**src/rtl/ewiu_pkg.sv**
```systemverilog
/*
  constants for the external wake interrupt unit: register offsets, reset values, fields.
  assumes a plain register port with byte offsets on a 32-bit word grid.
*/
package ewiu_pkg;
  localparam int          EWIU_NLINES      = 16;
  localparam int          EWIU_AW          = 8;
  localparam logic [7:0]  OFS_SWIRQ_LOW    = 8'h1C;
  localparam logic [7:0]  OFS_SWIRQ_HIGH   = 8'h20;
  localparam logic [7:0]  OFS_LINE_CTRL    = 8'h24;
  localparam logic [7:0]  OFS_MASK_HIGH    = 8'h28;
  localparam logic [7:0]  OFS_MASK_LOW     = 8'h2C;
  localparam logic [7:0]  OFS_EDGE_HIGH    = 8'h30;
  localparam logic [7:0]  OFS_EDGE_LOW     = 8'h34;
  localparam logic [7:0]  OFS_PEND_HIGH    = 8'h38;
  localparam logic [7:0]  OFS_PEND_LOW     = 8'h3C;
  localparam logic [7:0]  OFS_STOP_EXIT    = 8'h40;
  localparam int          CTRL_WAKE_BIT    = 0;
  localparam int          CTRL_GEN_BIT     = 1;
  localparam int          CTRL_STOP_BIT    = 2;
  localparam logic [7:0]  RST_BYTE         = 8'h00;
  localparam int          LINE_SW          = 0;
  localparam int          LINE_USB         = 1;
  localparam int          LINE_WAKEPIN     = 15;
  localparam int          FIRST_PIN_LINE   = 2;
  localparam int          PIN_LINES        = 14;
  typedef enum logic [1:0] {SEQ_IDLE, SEQ_ONE, SEQ_ZERO, SEQ_STOPPED} ewiu_seq_t;
endpackage : ewiu_pkg

```
**src/rtl/external_wake_interrupt_unit.sv**
```systemverilog
/*
  external wake interrupt unit: 16 edge-triggered lines, masks, pending bits,
  interrupt request for channel 5 and the 1-0-1 stop entry tracker.
  assumes pin inputs are asynchronous; the clock power unit reports
  clock restart after oscillator delay and the irq controller reports acknowledges.
*/
// Our own choices: the register addresses and the plain strobed port.
// How it works
// sixteen lines, fourteen pins, two internal
// one combined request to channel five
// line0 software, line1 usb, line15 wakepin/alarm
// per-line mask blocks irq and wake
// per-line rising or falling edge select
// wake-mode bit picks interrupt or wake use
// requests forwarded only with global enable
// stop by writes 1,0,1, gaps allowed
// two zero writes reset the tracker
// acknowledge during sequence aborts stop entry
// enabled line event during sequence refuses stop
// after wake stop reads 0, exit flag 1
// unmasked line event ends stop mode
// pending set on edges, clearable while held
// no stop while unmasked pending bit set
// stop needs at least one unmasked line
// software checks status after stop sequence
// software masks channels for resume-only wake
// wake-mode bit stays readable
// software write raises a line event
// only wakepin leaves standby
// stop succeeds only with wake-mode set
// stop bit 1 after first write and stop
// global enable 0 disables line interrupts
// request is or of unmasked pending, gated
// edge detected after two-flop synchroniser
module ewiu_external_wake_interrupt_unit
  import ewiu_pkg::*;
#(
  parameter int NLINES = EWIU_NLINES
) (
  input  wire logic                clk,
  input  wire logic                sys_rst,
  input  wire logic [EWIU_AW-1:0]  regAddr,
  input  wire logic [31:0]         regWdata,
  input  wire logic                regWr,
  input  wire logic                regRd,
  output logic      [31:0]         regRdata,
  input  wire logic [PIN_LINES-1:0] pinLines,
  input  wire logic                usbSuspendExit,
  input  wire logic                rtcAlarm,
  input  wire logic                irqAck,
  input  wire logic                clockResumed,
  output logic                     lineIrq,
  output logic                     stopReq,
  output logic                     standbyWake
);
  if (NLINES != EWIU_NLINES) begin : g_bad_lines
    $error("line count must be 16");
  end

  logic [15:0] maskFf, edgeFf, pendFf, swFf;
  logic [15:0] syncAFf, syncBFf, lineDlyFf;
  logic        wakeModeFf, genEnFf, stopBitFf, stopExitFf;
  logic        wakeSyncAFf, wakeSyncBFf;
  ewiu_seq_t   seqFf, nxt_seq;
  logic [15:0] rawLines, edgeHit, pendClr, pendSet;
  logic        wrCtrl, ctrlStop, stopOk;

  // asynchronous sources collected into line order; line 0 has no pin
  // line 15 wakes on the wake pin or the alarm
  assign rawLines = {rtcAlarm | pinLines[PIN_LINES-1], pinLines[PIN_LINES-2:0],
                     usbSuspendExit, 1'b0};

  always_ff @(posedge clk) begin
    if (sys_rst) begin
      syncAFf     <= 16'h0000;
      syncBFf     <= 16'h0000;
      lineDlyFf   <= 16'h0000;
      wakeSyncAFf <= 1'b0;
      wakeSyncBFf <= 1'b0;
    end else begin
      syncAFf     <= rawLines;
      syncBFf     <= syncAFf;
      lineDlyFf   <= syncBFf;
      wakeSyncAFf <= pinLines[PIN_LINES-1];
      wakeSyncBFf <= wakeSyncAFf;
    end
  end

  // rising when edge bit is 1, falling when 0
  assign edgeHit = (edgeFf & syncBFf & ~lineDlyFf) | (~edgeFf & ~syncBFf & lineDlyFf);
  assign pendSet = (edgeHit | swFf) & maskFf;
  assign pendClr = (regWr && regAddr == OFS_PEND_LOW)  ? {8'h00, regWdata[7:0]} :
                   (regWr && regAddr == OFS_PEND_HIGH) ? {regWdata[7:0], 8'h00} : 16'h0000;

  always_ff @(posedge clk) begin
    if (sys_rst) begin
      pendFf <= 16'h0000;
    end else begin
      pendFf <= (pendFf & ~pendClr) | pendSet;
    end
  end

  always_ff @(posedge clk) begin
    if (sys_rst) begin
      maskFf <= 16'h0000;
      edgeFf <= 16'h0000;
      swFf   <= 16'h0000;
    end else if (regWr) begin
      if (regAddr == OFS_MASK_LOW)   maskFf[7:0]  <= regWdata[7:0];
      if (regAddr == OFS_MASK_HIGH)  maskFf[15:8] <= regWdata[7:0];
      if (regAddr == OFS_EDGE_LOW)   edgeFf[7:0]  <= regWdata[7:0];
      if (regAddr == OFS_EDGE_HIGH)  edgeFf[15:8] <= regWdata[7:0];
      if (regAddr == OFS_SWIRQ_LOW)  swFf[7:0]    <= regWdata[7:0];
      if (regAddr == OFS_SWIRQ_HIGH) swFf[15:8]   <= regWdata[7:0];
    end
  end

  assign wrCtrl   = regWr && regAddr == OFS_LINE_CTRL;
  assign ctrlStop = regWdata[CTRL_STOP_BIT];
  // entry conditions checked on the third write
  assign stopOk   = wakeModeFf && (maskFf != 16'h0000) &&
                    ((pendFf & maskFf) == 16'h0000) && (pendSet == 16'h0000);

  always_ff @(posedge clk) begin
    if (sys_rst) begin
      wakeModeFf <= 1'b0;
      genEnFf    <= 1'b0;
    end else if (wrCtrl) begin
      wakeModeFf <= regWdata[CTRL_WAKE_BIT];
      genEnFf    <= regWdata[CTRL_GEN_BIT];
    end
  end

  always_comb begin
    nxt_seq = seqFf;
    unique case (seqFf)
      SEQ_IDLE: begin
        if (wrCtrl && ctrlStop) nxt_seq = SEQ_ONE;
      end
      SEQ_ONE: begin
        if (irqAck || pendSet != 16'h0000) nxt_seq = SEQ_IDLE;
        else if (wrCtrl && !ctrlStop) nxt_seq = SEQ_ZERO;
      end
      SEQ_ZERO: begin
        if (irqAck || pendSet != 16'h0000) nxt_seq = SEQ_IDLE;
        else if (wrCtrl && !ctrlStop) nxt_seq = SEQ_IDLE;
        else if (wrCtrl && ctrlStop) nxt_seq = stopOk ? SEQ_STOPPED : SEQ_IDLE;
      end
      SEQ_STOPPED: begin
        if ((pendFf & maskFf) != 16'h0000 && clockResumed) nxt_seq = SEQ_IDLE;
      end
    endcase
  end

  always_ff @(posedge clk) begin
    if (sys_rst) begin
      seqFf <= SEQ_IDLE;
    end else begin
      seqFf <= nxt_seq;
    end
  end

  // stop bit reads 1 after the first write and while stopped
  always_ff @(posedge clk) begin
    if (sys_rst) begin
      stopBitFf <= 1'b0;
    end else begin
      stopBitFf <= (nxt_seq == SEQ_ONE) || (nxt_seq == SEQ_STOPPED);
    end
  end

  // exit flag: set wins over software clear
  always_ff @(posedge clk) begin
    if (sys_rst) begin
      stopExitFf <= 1'b0;
    end else if (seqFf == SEQ_STOPPED && nxt_seq == SEQ_IDLE) begin
      stopExitFf <= 1'b1;
    end else if (regWr && regAddr == OFS_STOP_EXIT && regWdata[0]) begin
      stopExitFf <= 1'b0;
    end
  end

  always_ff @(posedge clk) begin
    if (sys_rst) begin
      lineIrq     <= 1'b0;
      stopReq     <= 1'b0;
      standbyWake <= 1'b0;
    end else begin
      lineIrq     <= genEnFf && ((pendFf & maskFf) != 16'h0000);
      stopReq     <= (nxt_seq == SEQ_STOPPED);
      standbyWake <= wakeSyncBFf;
    end
  end

  always_ff @(posedge clk) begin
    if (sys_rst) begin
      regRdata <= 32'h0000_0000;
    end else if (regRd) begin
      unique case (regAddr)
        OFS_SWIRQ_LOW:  regRdata <= {24'h000000, swFf[7:0]};
        OFS_SWIRQ_HIGH: regRdata <= {24'h000000, swFf[15:8]};
        OFS_LINE_CTRL:  regRdata <= {29'h0, stopBitFf, genEnFf, wakeModeFf};
        OFS_MASK_LOW:   regRdata <= {24'h000000, maskFf[7:0]};
        OFS_MASK_HIGH:  regRdata <= {24'h000000, maskFf[15:8]};
        OFS_EDGE_LOW:   regRdata <= {24'h000000, edgeFf[7:0]};
        OFS_EDGE_HIGH:  regRdata <= {24'h000000, edgeFf[15:8]};
        OFS_PEND_LOW:   regRdata <= {24'h000000, pendFf[7:0]};
        OFS_PEND_HIGH:  regRdata <= {24'h000000, pendFf[15:8]};
        OFS_STOP_EXIT:  regRdata <= {31'h0, stopExitFf};
        default:        regRdata <= 32'h0000_0000;
      endcase
    end else begin
      regRdata <= 32'h0000_0000;
    end
  end
endmodule : ewiu_external_wake_interrupt_unit

```
**config.mk**
```make
export PLATFORM = sky130hd
export DESIGN_NAME = ewiu_external_wake_interrupt_unit
export DESIGN_NICKNAME = d
export VERILOG_FILES = /design/src/rtl/ewiu_pkg.sv /design/src/rtl/external_wake_interrupt_unit.sv
export SDC_FILE = /design/constraint.sdc
export NUM_CORES = 1
export LEC_CHECK = 0
export ABC_AREA = 1
export BUFFER_PORTS_ARGS = -buffer_cell sky130_fd_sc_hd__buf_2
export CORE_MARGIN = 2
export CORE_UTILIZATION = 45
export CTS_CLUSTER_DIAMETER = 120
export CTS_CLUSTER_SIZE = 16
export DETAILED_ROUTE_END_ITERATION = 12
export PLACE_DENSITY_LB_ADDON = 0.3
export REMOVE_ABC_BUFFERS = 1
export SLEW_MARGIN = 5
export SYNTH_ARGS = -nofsm -noshare
export SYNTH_HDL_FRONTEND = slang
export SYNTH_SLANG_ARGS = --single-unit
```
**constraint.sdc**
```tcl
create_clock -name clk -period 3.09 [get_ports clk]
set_clock_uncertainty 0.15 [all_clocks]
set_input_delay 0.309 -clock clk [delete_from_list [all_inputs] [get_ports clk]]
set_output_delay 0.309 -clock clk [all_outputs]
set_load 0.1 [all_outputs]
```
* Word-level counts from Yosys, hierarchy flattened
Index checks and enable logic that the tools add are counted.
** Word-level totals
- Logic and storage cells :: 98
- Bits in latches :: 0
- Output and inout bits :: 35
- Bits in registers :: 155
- Memories :: 0
- Memory bits (read-only) :: 0
- Memory bits (writable) :: 0
** Operators by class
- Div/mod/pow operators :: 0
- $add $sub $neg :: 0
- Reduce and logical (&&, ||, !) cells :: 31
- Multiply operators :: 0
- Equal/unequal tests :: 15
- Shift operators :: 0
- Magnitude comparators :: 0
- Bitwise gates (word level) :: 16
- Muxes and demuxes :: 14
** Operators with widths (number)
- $and 16x16->16 :: 7
- $pmux 8 s10 :: 1
- $eq 8x6->1 const B :: 8
- $not 16->16 :: 4
- $or 16x16->16 :: 3
- $reduce_bool 16->1 :: 3
- $logic_not 16->1 :: 2
- $mux 16 :: 2
- $mux 2 :: 8
- $logic_and 1x1->1 :: 13
- $reduce_and 2->1 :: 6
- $eq 8x5->1 const B :: 1
- $eq 8x7->1 const B :: 1
- $pmux 2 s4 :: 1
- $eq 2x2->1 const B :: 3
- $eq 2x1->1 const B :: 2
- $logic_not 2->1 :: 2
- $logic_or 1x1->1 :: 2
- $mux 1 :: 2
- $reduce_bool 2->1 :: 1
- $reduce_or 2->1 :: 1
- $logic_not 1->1 :: 1
- $not 1->1 :: 1
- $or 1x1->1 :: 1

* Logic depth before layout (Yosys ltp)
- Word-level depth :: 16
- Depth in mapped cells :: 13
- Gate-level depth less buffers :: 13

* Worst setup path before layout
No wires, ideal clock.
- Path type :: input to register
- Start :: in regWr
- End :: reg seqFf[0]
- Cell stages on the path :: 10
- Library setup time :: 128 ps
- Setup slack :: 1417 ps
- Arrival time :: 1396 ps
- Required time :: 2812 ps
- Path through :: clkbuf_1 -> inv_1 -> nor2_4 -> nand2_2 -> nand2_1 -> nor2_1 -> nand2_1 -> nand2_1 -> a21oi_2 -> nor2_1
** Between the ends
- Longest elaborated chain between the ends :: 6
** Ends and longest elaborated chain
- from (decl) :: RTL line external_wake_interrupt_unit.sv:44 : input wire logic regWr,
- $logic_and 1x1->1 * :: RTL line external_wake_interrupt_unit.sv:118 : assign wrCtrl = regWr && regAddr == OFS_LINE_CTRL;
- $logic_and 1x1->1 :: RTL line external_wake_interrupt_unit.sv:138, external_wake_interrupt_unit.sv:147
- $mux 2 :: RTL line external_wake_interrupt_unit.sv:147 : else if (wrCtrl && ctrlStop) nxt_seq = stopOk ? SEQ_STOPPED : SEQ_IDLE;
- $mux 2 :: RTL line external_wake_interrupt_unit.sv:146 : else if (wrCtrl && !ctrlStop) nxt_seq = SEQ_IDLE;
- $mux 2 :: RTL line external_wake_interrupt_unit.sv:145 : if (irqAck || pendSet != 16'h0000) nxt_seq = SEQ_IDLE;
- $pmux 2 s4 * :: RTL line external_wake_interrupt_unit.sv:136 : unique case (seqFf)
- to (signal assigned) :: RTL line external_wake_interrupt_unit.sv:159 : seqFf <= nxt_seq;
- to (decl) :: RTL line external_wake_interrupt_unit.sv:64 : ewiu_seq_t seqFf, nxt_seq;
Every way passes the cells marked *; elsewhere a longest branch is shown, timed or not.
A chain may end at the register's enable or synchronous reset.

* Final worst setup path
- Start :: in regAddr[1]
- End :: reg regRdata[7]
** Between the ends
- Longest elaborated chain between the ends :: 2
** Ends and longest elaborated chain
- from (decl) :: RTL line external_wake_interrupt_unit.sv:42 : input wire logic [EWIU_AW-1:0] regAddr,
- $eq 8x7->1 (tied with other cells) :: RTL line external_wake_interrupt_unit.sv:199 : unique case (regAddr)
- $pmux 8 s10 * :: RTL line external_wake_interrupt_unit.sv:199
- to (signal assigned) :: RTL line external_wake_interrupt_unit.sv:200 : OFS_SWIRQ_LOW: regRdata <= {24'h000000, swFf[7:0]};
- to (signal assigned) :: RTL line external_wake_interrupt_unit.sv:201 : OFS_SWIRQ_HIGH: regRdata <= {24'h000000, swFf[15:8]};
- to (signal assigned) :: RTL line external_wake_interrupt_unit.sv:202 : OFS_LINE_CTRL: regRdata <= {29'h0, stopBitFf, genEnFf, wakeModeFf};
- to (decl) :: RTL line external_wake_interrupt_unit.sv:46 : output logic [31:0] regRdata,
Marks and branches as above.

==> results.json <==
{
  "status": "finished, final reports clean",
  "clockBufferDepth": 2,
  "crit_top_cell": "inv_1",
  "initial_core_util": 0.457,
  "placedCellCount": 934,
  "slowest_delay_ns": 0.30,
  "maxSlewHeadroom": 0.475,
  "die_h_um": 114,
  "startpoint_type": "input port",
  "p_leak_nw": 2.77,
  "crit_family": "simple AND/OR/NAND/NOR gates",
  "power_density_mw_per_mm2": 592,
  "gp_congestion": 0.921,
  "power_switching_mw": 0.959,
  "ioPinCount": 97,
  "die_x_um": 114,
  "grt_pass1_wl_um": 21700,
  "drt-total-wl_um": 13600,
  "final_common_cell": "inv_1",
  "netSwitchingFraction": 0.251,
  "cts_buffers": 17,
  "stdcell_count": 982,
  "fmax_ghz": 0.541,
  "synth_top_area_share": 0.470,
  "antenna_found_initial": 0,
  "clkSlewWorstSetupHoldPaths_ns": 0.06,
  "cts_resized": 0,
  "track_usage": 0.217,
  "seq_area_frac_synth": 0.470,
  "maxCapViolCount": 0,
  "syn_area_per_cell_um2": 7.23,
  "cp_data_arrival_time_ns": 2.03,
  "hpwlAfterDp_um": 9530,
  "drc": 0,
  "setup_violations": 0,
  "die_area_mm2": 0.0130,
  "fill_cells": 1141,
  "rows": 40,
  "worst_path_max_delay_cell": "a31oi_1",
  "num_vias": 4877,
  "yosys_warnings": 0,
  "path_buf_inv": 4,
  "finalSetupTns_ns": 0,
  "grt-ovfl-total": 0,
  "clkPwrFrac": 0.483,
  "hold_class": "in -> reg",
  "portBuffers": 48,
  "total_power_mw": 3.82,
  "core-area_mm2": 0.0119,
  "crit_type": "in -> reg",
  "clockRootBuffer": "clkbuf_16",
  "stdcell_area_mm2": 0.00645,
  "finalCriticalPeriod_ns": 1.85,
  "ys_ff_latch": 128,
  "power.share.sequential": 0.443,
  "grt_max_degree": 72,
  "drt_pass1_iterations": 5,
  "htreeDepth": 4,
  "drv_slew": 0,
  "worst_pin_slew_ns": 0.788,
  "cp_cell_sequence": "buf_2 -> nor2_2 -> nand3_1 -> inv_1 -> nand4_2 -> inv_1 -> buf_4 -> nor2_1 -> nand2_1 -> nand3_2 -> a31oi_1",
  "vias_per_cell": 4.97,
  "p_int_mw": 2.86,
  "ys_types": 32,
  "drt_iter0_markers": 310,
  "nNetsFinal": 885,
  "finalHoldViolCount": 0,
  "rsz0062_at_grt": "no",
  "vdd_drop_max_mv": 0.343,
  "worstPathMaxFanout": 8,
  "cts_tree": "built",
  "pwr-share-comb": 0.075,
  "diodes": 0,
  "area_growth_pct": 18.4,
  "placed_area_mm2": 0.00574,
  "cts_sinks": 128,
  "grt_pass1_vias": 4553,
  "drive_above_1_share": 0.126,
  "ys_top_cells_by_area": "dfxtp_1 47%, inv_1 9.4%, nand2_1 7.0%",
  "ant_nets": 0,
  "post-route-period-util": 0.598,
  "clk_latency_ns": 0.42,
  "yosysTopAreaCell": "dfxtp_1",
  "mostFrequentLayoutCells": "136 x inv_1, 128 x dfxtp_1, 102 x nand2_1",
  "end_kind": "flop",
  "wire_per_inst_um": 13.8,
  "crit_required_ns": 3.27,
  "syn_area_mm2": 0.00545,
  "postSynthCellCount": 754
}
cells by family after synthesis:
logic type | synth area share
flip-flops | 0.470
AND/OR/NAND/NOR | 0.215
AO/OA/AOI/OAI | 0.169
buffers and inverters | 0.145
other | 0.000688
layout make-up:
class	count	area (µm²)	area share
flip-flops and latches	128	2560	0.397
clock inverters	9	85.1	0.0132
inverters	139	522	0.0809
clock buffers	22	454	0.0704
multi-input cells	465	2180	0.338
well taps	147	184	0.0285
repair buffers	72	463	0.0717
repair_timing:
action                    in CTS  in global routing
hold buffers                  17                  0
hold endpoints to repair      16                  0
setup buffers                  0                  0
metrics by stage:
step / hold slack [ns] / utilization / setup slack, ns
final: 0.0688 / 0.542 / 1.24
after global routing: 0.0836 / 0.542 / 1.07
after CTS: 0.0602 / 0.542 / 1.28
after detailed placement: 0.243 / 0.482 / 0.877
after global placement: 0.239 / 0.482 / 0.878
after floorplan: 0.228 / - / 1.44
power groups by stage:
| stage | Clock, mW | Sequential [mW] | Combinational, mW |
|---|---|---|---|
| after floorplan | 0 | 1.72 | 0.190 |
| after global placement | 0 | 1.72 | 0.266 |
| after global routing | 1.93 | 1.69 | 0.304 |
| final | 1.84 | 1.69 | 0.285 |
| after CTS | 1.86 | 1.69 | 0.284 |
| after detailed placement | 0 | 1.72 | 0.266 |
tightest hold or removal path: cells and delay by family:
kind                   cells  cell delay, ns
buffers and inverters      1            0.14
AND/OR/NAND/NOR            1            0.08
AO/OA/AOI/OAI              1            0.06
sequential cells by signal, summed over array words and instances, names as in the netlist, 8 cells and up:
name and count:
syncBFf 15, swFf 16, pendFf 16, edgeFf 16
syncAFf 15, regRdata 8, lineDlyFf 15, maskFf 16
synthesized netlist by cell type, drive strengths merged:
cell,number
nor4,1
o211ai,1
dfxtp,128
nor3,5
a21oi,76
o22ai,14
nand3,52
o21bai,1
clkbuf,14
nor2,95
nand2,107
o311ai,1
a31oi,1
conb,1
a211oi,1
o21ai,77
buf,31
inv,139
or2,1
nand4,5
o2111ai,3
routing by layer:
layer / GRT usage / vias up / part of all wire
met5: 0 / - / 0
met4: 0.118 / 0 / 0.033
met3: 0.0526 / 36 / 0.074
met2: 0.342 / 174 / 0.45
met1: 0.273 / 2171 / 0.45
li1: - / 2496 / -
final timing paths:
path	depth (start not counted)	endpoint	slack, ns	start
max	11	regRdata[7]	1.24	regAddr[1]
min	3	maskFf[5]	0.07	regWdata[5]
max reg2reg	12	stopBitFf	1.33	edgeFf[10]
min reg2reg	2	syncBFf[11]	0.25	syncAFf[11]
Power figures use the tool's default switching activity.
